===== config.mk =====
export PLATFORM = sky130hd
export DESIGN_NAME = adc_serial_ctrl
export DESIGN_NICKNAME = d
export VERILOG_FILES = /design/src/adc_serial_pkg.sv /design/src/edge_sync.sv /design/src/adc_serial_ctrl.sv
export SDC_FILE = /design/constraint.sdc
export NUM_CORES = 1
export LEC_CHECK = 0
export ABC_AREA = 1
export BUFFER_PORTS_ARGS = -buffer_cell sky130_fd_sc_hd__buf_4
export CAP_MARGIN = 20
export CORE_ASPECT_RATIO = 0.75
export CORE_MARGIN = 3
export CORE_UTILIZATION = 55
export CTS_CLUSTER_DIAMETER = 60
export DETAILED_ROUTE_END_ITERATION = 10
export PLACE_DENSITY = 0.78
export SYNTH_ARGS = -nofsm -noshare
export SYNTH_HDL_FRONTEND = slang
export SYNTH_SLANG_ARGS = --single-unit

===== constraint.sdc =====
create_clock -name REF_CLK -period 3.9 [get_ports REF_CLK]
set_clock_uncertainty 0.2 [all_clocks]
set_input_delay 0.585 -clock REF_CLK [delete_from_list [all_inputs] [get_ports REF_CLK]]
set_output_delay 0.585 -clock REF_CLK [all_outputs]
set_load 0.005 [all_outputs]

===== src/adc_serial_pkg.sv =====
/*
 package of constants for the serial converter control block.
 assumes REF_CLK at 100 MHz, far faster than either sampled link clock.
*/
package adc_serial_pkg;
   localparam int RESULT_BITS = 10;
   localparam int ADDR_BITS = 3;
   localparam int HEADER_BITS = 4;
   localparam int FRAME_BITS = 16;
   localparam int RIGHT_PAD = 6;
   localparam int CONV_CYCLES = 41;
   // sampling window in half serial clock periods (4.5 cycles)
   localparam int SAMPLE_HALVES = 9;
   localparam logic [15:0] SHIFT_RESET = 16'h0000;
   localparam logic [2:0] ADDR_RESET = 3'h0;
   localparam int VARIANT_ONE = 1;
   localparam int VARIANT_FOUR = 4;
   localparam int VARIANT_EIGHT = 8;
endpackage : adc_serial_pkg


===== src/edge_sync.sv =====
/*
 two flop synchroniser with edge detection on the second and third stage.
 assumes the input is asynchronous to clk.
*/
`timescale 1ns/1ps
module edge_sync
#(
   // idle level of the pin, so that reset leaves no false edge behind
   parameter logic INIT = 1'b0
)
(
   input wire logic clk,
   input wire logic rst,
   input wire logic din,
   output logic level,
   output logic rise,
   output logic fall
);
   logic [2:0] s_r;
   always_ff @(posedge clk or posedge rst)
   begin
      if (rst)
         s_r <= {3{INIT}};
      else
         s_r <= {s_r[1:0], din};
   end
   assign level = s_r[1];
   assign rise = s_r[1] & ~s_r[2];
   assign fall = ~s_r[1] & s_r[2];
endmodule : edge_sync


===== src/adc_serial_ctrl.sv =====
/*
 digital control and serial interface of a 10-bit converter with input mux.
 assumes serial_clk and conv_clk are slow pins sampled by REF_CLK; the
 analog core returns a result when asked (RESULT_IN valid at conversion end).
*/
// Summary of operation
// - first three bits form channel address
// - four-input variant ignores address msb
// - fourth bit selects justification
// - right justify emits six leading zeros
// - rising serial clock shifts address in
// - falling serial clock shifts result out
// - multi-input variants drive output only when both enables low
// - busy high exactly 41 conversion clocks
// - result loaded when busy falls
// - single-input variant gates with chip select
// - single-input variant always left justified
// - sample four and half serial cycles
// - msb address bit first, first edge
// - unfinished exchange lost at conversion end
`timescale 1ns/1ps
module adc_serial_ctrl
#(
   parameter int CHANNELS = 8
)
(
   input wire logic REF_CLK,
   input wire logic RST,
   input wire logic SERIAL_CLK,
   input wire logic CONV_CLK,
   input wire logic CHIP_SELECT_N,
   input wire logic OUTPUT_ENABLE_N,
   input wire logic SERIAL_IN,
   input wire logic [9:0] RESULT_IN,
   output logic SERIAL_OUT,
   output logic SERIAL_OUT_OE,
   output logic CONVERSION_ACTIVE,
   output logic SAMPLING,
   output logic [2:0] CHANNEL_SEL
);
   initial
   begin
      if (CHANNELS != adc_serial_pkg::VARIANT_ONE &&
          CHANNELS != adc_serial_pkg::VARIANT_FOUR &&
          CHANNELS != adc_serial_pkg::VARIANT_EIGHT)
         $error("CHANNELS must be 1, 4 or 8");
   end

   typedef enum logic [1:0] {IDLE, SAMPLE, CONVERT} phase_t;

   typedef struct packed {
      phase_t phase;
      logic [2:0] addr;
      logic justify;
      logic [2:0] bit_cnt;
      logic [3:0] half_cnt;
      logic [5:0] conv_cnt;
      logic [15:0] shift;
      logic [4:0] out_cnt;
      logic sout;
      logic busy;
   } state_t;

   state_t st_r;
   state_t st_nxt;
   logic sclk_rise;
   logic sclk_fall;
   logic conv_clk_rise;
   logic cs_lvl;
   logic cs_rise;
   logic oe_lvl;
   logic din_lvl;
   logic cs_n_eff;
   logic out_en;

   edge_sync u_sclk (.clk(REF_CLK), .rst(RST), .din(SERIAL_CLK),
      .level(), .rise(sclk_rise), .fall(sclk_fall));
   edge_sync u_conv_clk (.clk(REF_CLK), .rst(RST), .din(CONV_CLK),
      .level(), .rise(conv_clk_rise), .fall());
   // enables reset to deselected, so the pin is not driven during reset
   edge_sync #(.INIT(1'b1)) u_cs (.clk(REF_CLK), .rst(RST),
      .din(CHIP_SELECT_N),
      .level(cs_lvl), .rise(cs_rise), .fall());
   edge_sync #(.INIT(1'b1)) u_oe (.clk(REF_CLK), .rst(RST),
      .din(OUTPUT_ENABLE_N),
      .level(oe_lvl), .rise(), .fall());
   edge_sync u_din (.clk(REF_CLK), .rst(RST), .din(SERIAL_IN),
      .level(din_lvl), .rise(), .fall());

   // single-input variant has no output enable pin
   assign cs_n_eff = cs_lvl;
   assign out_en = (CHANNELS == adc_serial_pkg::VARIANT_ONE) ?
      ~cs_n_eff : (~cs_n_eff & ~oe_lvl);

   // build the 16-bit frame for a fresh result
   function automatic logic [15:0] frame(input logic [9:0] res,
                                         input logic right);
      if (right)
         frame = {6'h00, res};
      else
         frame = {res, 6'h00};
   endfunction : frame

   always_comb
   begin
      st_nxt = st_r;
      // address phase: no sampling until the header is complete
      if (st_r.phase == IDLE && !cs_n_eff && sclk_rise &&
          st_r.bit_cnt < 3'(adc_serial_pkg::HEADER_BITS))
      begin
         st_nxt.bit_cnt = st_r.bit_cnt + 3'h1;
         if (st_r.bit_cnt < 3'(adc_serial_pkg::ADDR_BITS))
            st_nxt.addr = {st_r.addr[1:0], din_lvl};
         else
         begin
            st_nxt.justify = (CHANNELS == adc_serial_pkg::VARIANT_ONE) ?
               1'b0 : din_lvl;
            st_nxt.phase = SAMPLE;
            st_nxt.half_cnt = 4'h0;
         end
      end
      if (cs_rise && st_r.phase == IDLE)
         st_nxt.bit_cnt = 3'h0;
      unique case (st_r.phase)
         IDLE:
         begin
         end
         SAMPLE:
         begin
            if (sclk_rise || sclk_fall)
               st_nxt.half_cnt = st_r.half_cnt + 4'h1;
            if (st_r.half_cnt == 4'(adc_serial_pkg::SAMPLE_HALVES))
            begin
               st_nxt.phase = CONVERT;
               st_nxt.busy = 1'b1;
               st_nxt.conv_cnt = 6'h0;
            end
         end
         CONVERT:
         begin
            if (conv_clk_rise)
               st_nxt.conv_cnt = st_r.conv_cnt + 6'h1;
            if (conv_clk_rise &&
                st_r.conv_cnt == 6'(adc_serial_pkg::CONV_CYCLES - 1))
            begin
               st_nxt.busy = 1'b0;
               st_nxt.phase = IDLE;
               st_nxt.bit_cnt = 3'h0;
               // an unread result is overwritten here
               st_nxt.shift = frame(RESULT_IN, st_r.justify);
               st_nxt.out_cnt = 5'h1;
               st_nxt.sout = RESULT_IN[9] & ~st_r.justify;
            end
         end
      endcase
      // output shifting, msb first, zeros once exhausted
      // the load wins over a shift falling in the same cycle
      if (out_en && sclk_fall &&
          !(st_r.phase == CONVERT && conv_clk_rise &&
            st_r.conv_cnt == 6'(adc_serial_pkg::CONV_CYCLES - 1)))
      begin
         st_nxt.shift = {st_r.shift[14:0], 1'b0};
         st_nxt.sout = st_r.shift[14];
         if (st_r.out_cnt < 5'(adc_serial_pkg::FRAME_BITS))
            st_nxt.out_cnt = st_r.out_cnt + 5'h1;
      end
   end

   always_ff @(posedge REF_CLK or posedge RST)
   begin
      if (RST)
      begin
         st_r.phase <= IDLE;
         st_r.addr <= adc_serial_pkg::ADDR_RESET;
         st_r.justify <= 1'b0;
         st_r.bit_cnt <= 3'h0;
         st_r.half_cnt <= 4'h0;
         st_r.conv_cnt <= 6'h0;
         st_r.shift <= adc_serial_pkg::SHIFT_RESET;
         st_r.out_cnt <= 5'h0;
         st_r.sout <= 1'b0;
         st_r.busy <= 1'b0;
      end
      else
         st_r <= st_nxt;
   end

   assign SERIAL_OUT = st_r.sout;
   assign SERIAL_OUT_OE = out_en;
   assign CONVERSION_ACTIVE = st_r.busy;
   assign SAMPLING = (st_r.phase == SAMPLE);
   // the mux address only moves in the idle phase, so sampling is stable
   assign CHANNEL_SEL = (CHANNELS == adc_serial_pkg::VARIANT_EIGHT) ?
      st_r.addr : (CHANNELS == adc_serial_pkg::VARIANT_FOUR) ?
      {1'b0, st_r.addr[1:0]} : 3'h0;
endmodule : adc_serial_ctrl


Word level (Yosys, flattened, before mapping). Cells that the tools add are included.

Flip-flop bits (word level): 54. Logic and storage cells: 87.

Equality and inequality tests: 7. $lt $le $gt $ge: 3. Reduce and logical (&&, ||, !) cells: 21. Add/sub/neg operators: 4. Bitwise operators: 14. Mux-type cells: 23.

Operators with widths (number): 2-to-1 mux 21 bit (2); 2-to-1 mux 22 bit (1); 2-to-1 mux 15 bit (1); 2-to-1 mux 13 bit (1); 2-to-1 mux 3 bit (4); 2-to-1 mux 4 bit (3); 2-to-1 mux 6 bit (2); case mux 6 bit (2 select lines) (1); logical AND 1 bit (9); inverter 1 bit (8); adder 6 x 1 -> 6 bit (second input constant) (1); AND 1 bit (6); == test 6 bit (second input constant) (1); 2-to-1 mux 2 bit (3); AND reduction 2 bit (3); AND reduction 3 bit (2); nonzero test 2 bit (3); adder 5 x 1 -> 5 bit (second input constant) (1); less-than comparator 5 bit (second input constant) (1); 2-to-1 mux 5 bit (1); adder 4 x 1 -> 4 bit (second input constant) (1); == test 4 bit (second input constant) (1); != test 2 bit (second input constant) (2); case mux 2 bit (2 select lines) (1); other kinds (11) (13).

Logic depth before layout (Yosys ltp). Gate-level depths: netlist of the first run.

Depth in word-level cells: 8. Mapped depth: 9. Depth with buffers taken out: 9.

Modules after synthesis. Synthesis of the first run repeated with hierarchy kept, for this count alone.

Cells, all modules: 304. Area, all modules: 2563.7 um^2.

Modules (own cells, without submodules): adc_serial_ctrl (area each 2087.0 um^2, cells each 264, instances 1); edge_sync at u_conv_clk ... (area each 93.8 um^2, cells each 8, instances 3); edge_sync at u_cs ... (area each 97.6 um^2, cells each 8, instances 2).

Least setup slack after synthesis of the first run. OpenSTA, ideal clock, no wires.

Path kind: register to register. From: register st_r[40] (netlist name). To: register st_r[12] (netlist name). Stages on the path, launching flop included: 10. Data arrival time: 1.335 ns. Data required time: 3.575 ns. Slack: 2.240 ns. Path through: dfrtp_1 inv_1 ha_1 buf_4 inv_1 nor2_4 nand2_4 buf_6 nand3_1 nand3_1.

Cells in the longest elaborated chain, start to end: 7. Elaborated cells between the ends (all ways): 9.

Ends and longest elaborated chain: start, declared (RTL line adc_serial_ctrl.sv:64) `state_t st_r;`; start signal, assigned (RTL line adc_serial_ctrl.sv:185) `st_r <= st_nxt;`; == test 2 bit (*) (RTL line adc_serial_ctrl.sv:124, adc_serial_ctrl.sv:159); logical AND 1 bit (2 in a row) (RTL line adc_serial_ctrl.sv:159) `!(st_r.phase == CONVERT && conv_clk_rise &&`; logical NOT 1 bit (RTL line adc_serial_ctrl.sv:159); logical AND 1 bit (RTL line adc_serial_ctrl.sv:158) `if (out_en && sclk_fall &&`; nonzero test 2 bit (no line); AND reduction 2 bit (no line).

Mark *: on every way between the ends. The rest lies on a longest branch, timed or not. A chain may end at the register's enable or synchronous reset.

Final worst setup path of the first run. Ends and elaborated chain as after synthesis.

==> results.py, run 1 <==
metrics = {
    "timing": {
        "min_period_ps": 2060,
        "post-route-period-util_pct": 52.9,
        "setup_ws_ps": 1840,
        "finalHoldViolations": 0,
        "rsz0062_at_grt": "false",
        "finalSetupViolCount": 0,
        "max_freq_mhz": 485,
        "finalMaxSlewViolations": 0,
        "tightest_slew_ps": 624,
        "slew_headroom_pct": 58.3,
        "finalSetupTns_ps": 0,
    },
    "power": {
        "power_uw": 1180,
        "switchingPower_uw": 355,
        "max-vdd-ir-drop_mv": 0.210,
        "power.density_mw_per_mm2": 441,
        "clkPwrFrac_pct": 24.1,
        "internal_power_uw": 822,
        "swShare_pct": 30.2,
        "power_frac_seq_pct": 55.2,
        "leakage_uw": 0.00129,
        "pwr-share-comb_pct": 20.7,
    },
    "cts": {
        "postCtsSetupRepairBufs": 0,
        "cts_sinks": 49,
        "cts_hold_buf": 0,
        "cts-buffers-inserted": 5,
        "clk_latency_ps": 300,
        "htree_levels": 2,
        "cts_buffer_depth": 2,
        "postCtsResizedCells": 0,
        "path_clk_slew_ps": 90,
        "cts_root_buf": "clkbuf_8",
        "cts_tree": "built",
    },
    "floorplan": {
        "initial_utilization_pct": 58.2,
        "dieWidth_um": 82.3,
        "num_io_pins": 24,
        "rows": 20,
        "fp.coreArea_mm2": 0.00413,
        "dieHeight_um": 63.2,
        "die-area_mm2": 0.00521,
    },
    "placement": {
        "place_congestion": 0.852,
        "dpl_worst_slack_ps": 1880,
        "place_area_mm2": 0.00256,
        "port_buffers": 23,
        "post-dp-hpwl_um": 3210,
    },
    "status": {
        "status": "completed",
    },
    "worst_setup_path": {
        "rr_worst_depth": 8,
        "cp_slowest_cell": "dfrtp_1",
        "max_stage_delay_ps": 400,
        "path_class": "reg -> reg",
        "r2r-end": "st_r[12]",
        "path_cells": "inv_1 -> ha_1 -> inv_1 -> nor2_4 -> nand2_4 -> clkinv_2 -> nand3_1 -> nand3_1",
        "crit_required_ps": 3940,
        "crit_arrival_ps": 2100,
        "cp_max_fo": 33,
        "reg2reg_slack_ps": 1840,
        "cp-end-kind": "flop",
        "critPathLaunchType": "flop",
        "r2r-start": "st_r[40]",
    },
    "detailed_routing": {
        "drc": 0,
        "ant_nets": 0,
        "vias": 1842,
        "wire_per_inst_um": 13.0,
        "detail_route.vias_per_cell": 5.32,
        "drt-total-wl_um": 4490,
        "drt_pass1_iterations": 4,
        "drtIter0Drc": 98,
    },
    "hold_path": {
        "hold_path_depth": 0,
        "holdPathEnd": "u_sclk.s_r[1]",
        "hold_start": "u_sclk.s_r[0]",
        "min_path_type": "reg -> reg",
    },
    "final_layout": {
        "final_area_mm2": 0.00267,
        "area_delta_synth_final_pct": 11.1,
        "nFillCells": 346,
        "fin_nets": 317,
        "post-route-util_pct": 64.6,
        "antenna_cells": 0,
        "final_common_cell": "nand3_1",
        "drive_gt1_share_pct": 16.8,
        "layout_common_cells": "63 x nand3_1, 55 x nand2_1, 44 x dfrtp_1",
    },
    "logic_synthesis": {
        "synth-edff-count": 0,
        "ys_seq_area_share_pct": 51.3,
        "synth_area_per_cell_um2": 8.90,
        "synth_warnings": 0,
        "async_flop_share_pct": 100,
        "syn_area_mm2": 0.00240,
        "syn-num-nets": 297,
        "ys.flop_type": "dfrtp_1",
        "syn_inst": 270,
        "ys_ff_latch": 49,
        "ys_types": 24,
    },
    "global_routing": {
        "grtUsageTotal_pct": 19.1,
        "grt_pass1_vias": 1618,
        "grt_max_degree": 50,
        "grt_pass1_wl_um": 7470,
        "antenna_found_initial": 0,
        "grt_overflow": 0,
    },
    "run": {
        "max-cap-violations": 0,
    },
}
==> worst max-delay path by stage <==
stage,to,cells after the start,startpoint
4_1_cts,st_r[12],8,st_r[40]
3_3_place_gp,st_r[9],8,st_r[40]
5_1_grt,st_r[9],8,st_r[40]
3_5_place_dp,st_r[12],8,st_r[40]
6_report,st_r[12],8,st_r[40]
2_1_floorplan,CHANNEL_SEL[0],1,RST
==> synthesized netlist by cell type, types with 2 or more instances <==
library cell | count | area, um2
buf_4 | 5 | 37.5
nand3_2 | 6 | 60.1
nand3_1 | 63 | 315
clkbuf_1 | 3 | 11.3
buf_6 | 3 | 33.8
dfstp_2 | 5 | 131
xor2_1 | 4 | 35.0
nand2_1 | 55 | 206
o21ai_0 | 10 | 50.1
inv_1 | 26 | 97.6
nor2_4 | 2 | 22.5
ha_1 | 10 | 125
nand4_1 | 9 | 56.3
dfrtp_1 | 44 | 1100
a21oi_1 | 3 | 15.0
nor2_1 | 14 | 52.6
==> sequential cells by signal, summed over array words and instances (netlist names) <==
name,flops
u_conv_clk.s_r,3
u_cs.s_r,3
CHANNEL_SEL,3
st_r,31
u_din.s_r,2
u_sclk.s_r,3
SERIAL_OUT,1
u_oe.s_r,2
CONVERSION_ACTIVE,1
==> power groups by stage <==
stage / clock [uW] / sequential (uW) / combinational [uW]
6_report: 284 / 650 / 244
5_1_grt: 317 / 659 / 282
4_1_cts: 296 / 649 / 243
3_5_place_dp: 0 / 659 / 243
3_3_place_gp: 0 / 655 / 236
2_1_floorplan: 0 / 640 / 181
==> cell type report <==
type	instances	area (um2)	share of cell area [%]
Sequential cell	49	1230	46.2
Multi-Input combinational cell	181	976	36.6
Timing Repair Buffer	25	203	7.59
Inverter	28	106	3.98
Clock buffer	6	72.6	2.72
Tap cell	55	68.8	2.58
Clock inverter	2	10.0	0.375
==> cell families (layout without fill, tap and decap cells) <==
kind of cell / after synthesis / count (layout) / share of synthesized area (%)
AO/OA/AOI/OAI: 14 / 14 / 3.02
buffers and inverters: 40 / 61 / 8.07
AND/OR/NAND/NOR: 153 / 153 / 30.9
XOR/XNOR: 4 / 4 / 1.46
adder cells (fa/ha/maj): 10 / 10 / 5.21
flip-flops: 49 / 49 / 51.3
==> metal layers <==
metal,track usage [%],up-vias,wire length (um)
met3,6.57,2,230
met2,26.1,51,2070
met4,5.39,0,24
met1,28.4,862,2180
met5,0,-,0
li1,-,927,-
==> critical path: cells and delay by family (launching register included) <==
family                     cells  cell delay (ps)
and+or+nand+nor                4              650
DFF                            1              400
adders and majority gates      1              310
buffers and inverters          3              430
==> per-stage QoR <==
step	instances	hold WS [ps]
after floorplan	270	131
after global placement	336	132
after detailed placement	336	135
after CTS	344	152
after global routing	346	160
final	346	145
Note: power is estimated with default switching activity, not from simulation.
==> run 2, diff against run 1 <==
--- a/config.mk
+++ b/config.mk
@@ -5,7 +5,7 @@
 export SDC_FILE = /design/constraint.sdc
 export NUM_CORES = 1
 export LEC_CHECK = 0
-export ABC_AREA = 1
+export ABC_AREA = 0
 export BUFFER_PORTS_ARGS = -buffer_cell sky130_fd_sc_hd__buf_4
 export CAP_MARGIN = 20
 export CORE_ASPECT_RATIO = 0.75
==> constraint.sdc (replaced) <==
create_clock -name REF_CLK -period 2 [get_ports REF_CLK]
set_clock_uncertainty 0.2 [all_clocks]
set_input_delay 0.3 -clock REF_CLK [delete_from_list [all_inputs] [get_ports REF_CLK]]
set_output_delay 0.3 -clock REF_CLK [all_outputs]
set_load 0.005 [all_outputs]
==> run 2 against run 1 <==
  * Maximum frequency up 9.7%
  * Wire length shrank 8.3%
  * Combinational power grew 110%
  * Clock power increased by 150%
  * Sequential power up 97%
  * Count of clock-buffer cells in the layout fell by 1
  * Largest power group unchanged
  * Highest routed layer unchanged
==> results.py, run 2 <==
metrics = {
    "status": {
        "status": "completed",
    },
    "global_routing": {
        "use_met2_pct": 30.3,
        "grt_max_degree": 34,
        "use_met1_pct": 24.4,
        "grtUsageTotal_pct": 18.3,
        "grt_util_met3_pct": 4.09,
        "top_usage_layer": "met2",
        "antenna_found_initial": 0,
        "grt_overflow": 0,
        "grt_pass1_wl_um": 6880,
        "grt_pass1_vias": 1530,
    },
    "final_layout": {
        "final_common_cell": "dfrtp_1",
        "fin_cells": 285,
        "final_area_mm2": 0.00268,
        "area_delta_synth_final_pct": 18.1,
        "antenna_cells": 0,
        "largest-register": "st_r",
        "layout_common_cells": "44 x dfrtp_1, 33 x a21oi_1, 26 x buf_4",
        "largest_reg_flops": 31,
        "drive_gt1_share_pct": 22.3,
        "fin_nets": 259,
    },
    "hold_path": {
        "hold_start": "RESULT_IN[4]",
        "min_path_type": "in -> reg",
        "hold_path_depth": 3,
        "holdPathEnd": "st_r[11]",
    },
    "worst_setup_path": {
        "crit_arrival_ps": 1870,
        "rr_worst_depth": 6,
        "critPathLaunchType": "flop",
        "path_delay_family": "compound AO/OA/AOI/OAI gates",
        "crit_required_ps": 2000,
        "crit_buf_inv": 1,
        "path_depth": 6,
        "path_cells": "inv_1 -> ha_1 -> nand2b_1 -> o2bb2ai_4 -> o31a_2 -> a2bb2oi_1",
        "r2r-end": "st_r[28]",
        "reg2reg_slack_ps": 120,
        "cp-end-kind": "flop",
        "cp_slowest_cell": "dfrtp_1",
        "max_stage_delay_ps": 370,
        "path_class": "reg -> reg",
        "cp_max_fo": 8,
        "r2r-start": "st_r[41]",
    },
    "logic_synthesis": {
        "ys_ff_latch": 49,
        "ys_types": 38,
        "syn_area_mm2": 0.00227,
        "synth_warnings": 0,
        "yosys.area.top_type": "dfrtp_1",
        "syn-num-nets": 230,
        "netlist_top_cells_area": "dfrtp_1 49%, a21oi_1 7.3%, mux2i_1 7.1%, dfstp_2 5.8%, ha_1 5.5%",
        "async_flop_share_pct": 100,
        "synth_common_cells": "44 x dfrtp_1, 33 x a21oi_1, 17 x nand2_1",
        "synth_area_per_cell_um2": 11.2,
        "ys_seq_area_share_pct": 54.3,
        "syn_inst": 203,
        "synth-edff-count": 0,
        "synth_top_area_share_pct": 48.5,
        "yosysMostFrequentCell": "dfrtp_1",
        "ys.flop_type": "dfrtp_1",
    },
    "timing": {
        "finalSetupTns_ps": 0,
        "hold_ws_ps": 77.3,
        "finalMaxSlewViolations": 0,
        "min_period_ps": 1880,
        "finalHoldViolations": 0,
        "post-route-period-util_pct": 93.9,
        "slew_headroom_pct": 69.5,
        "rsz0062_at_grt": "false",
        "tightest_slew_ps": 457,
        "finalSetupViolCount": 0,
        "max_freq_mhz": 532,
        "setup_ws_ps": 121,
    },
    "floorplan": {
        "initial_utilization_pct": 59.6,
        "die-area_mm2": 0.00494,
        "dieWidth_um": 80.2,
        "fp.coreArea_mm2": 0.00380,
        "rows": 19,
        "num_io_pins": 24,
        "dieHeight_um": 61.6,
    },
    "power": {
        "max-vdd-ir-drop_mv": 0.763,
        "swShare_pct": 27.4,
        "leakage_uw": 0.00122,
        "power.density_mw_per_mm2": 930,
        "power_frac_seq_pct": 51.4,
        "clkPwrFrac_pct": 28.3,
        "switchingPower_uw": 681,
        "internal_power_uw": 1810,
        "pwr-share-comb_pct": 20.3,
    },
    "cts": {
        "htree_levels": 2,
        "cts_tree": "built",
        "cts_buffer_depth": 2,
        "cts-buffers-inserted": 5,
        "cts_sinks": 49,
        "clk_latency_ps": 300,
        "cts_root_buf": "clkbuf_8",
        "path_clk_slew_ps": 90,
    },
    "detailed_routing": {
        "ant_nets": 0,
        "drc": 0,
        "wire_per_inst_um": 14.5,
        "detail_route.vias_per_cell": 5.55,
        "drt-total-wl_um": 4120,
        "vias": 1583,
        "drt_pass1_iterations": 4,
        "drtIter0Drc": 103,
    },
    "placement": {
        "dp.cells": 270,
        "dpl_worst_slack_ps": 15.7,
        "place_area_mm2": 0.00247,
        "place_congestion": 0.750,
        "port_buffers": 23,
        "post-dp-hpwl_um": 2950,
    },
    "run": {
        "max-cap-violations": 0,
    },
}
==> run 2: power by group through the flow <==
stage / sequential [uW] / clock, uW / combinational, uW
after floorplan: 1260 / 0 / 358
after global placement: 1280 / 0 / 443
after detailed placement: 1300 / 0 / 468
after CTS: 1280 / 721 / 494
after global routing: 1300 / 761 / 562
final: 1280 / 705 / 505
==> run 2: timing repair <==
action	CTS	global route
hold endpoints to repair	24	0
pin swaps	0	1
hold buffers	6	0
setup endpoints to repair	3	4
resized for setup	1	3
setup buffers	0	1
==> run 2: routing by layer <==
metal	vias up	part of all wire (%)	wire length (um)
met5	-	0	0
met4	0	0.87	36
met3	4	4.8	196
met2	36	50	2050
met1	772	45	1840
li1	771	-	-
==> run 2: cell families (layout without fill, tap and decap cells) <==
kind of cell,after synthesis,after routing,share of synthesized area [%]
DFF,49,49,54.3
adders and majority gates,10,10,5.52
buffers and inverters,22,52,4.85
muxes,19,19,8.55
xor gates and xnor gates,2,2,0.772
and+or+nand+nor,44,44,11.4
AOI/OAI and AO/OA,57,57,14.6
==> run 2: how the worst max path moves through the flow <==
stage                        start       end  slack [ps]
final                     st_r[41]  st_r[28]         120
after global routing      st_r[41]  st_r[26]          20
after CTS                 st_r[40]  st_r[26]          50
after detailed placement  st_r[40]  st_r[28]          20
after global placement    st_r[40]  st_r[28]         100
after floorplan           st_r[40]  st_r[26]         120
==> run 2: area by class of cell <==
class,count,area (um2)
inverter,11,41.3
multi-input combinational,132,951
sequential,49,1230
tap,52,65.1
timing repair buffer,33,275
fill,280,1120
clock buffer,5,68.8
clock inverter,3,46.3
==> run 2: metrics by stage <==
step	util, %	total power, uW
floorplan	-	1620
global placement	65.0	1730
detailed placement	65.0	1770
CTS	69.9	2490
global route	70.5	2630
finish	70.5	2490
==> run 2: worst min-delay path, delay by kind of cell <==
| kind | cells | cell delay, ps |
|---|---|---|
| buffers and inverters | 1 | 80 |
| AO/OA/AOI/OAI | 2 | 150 |
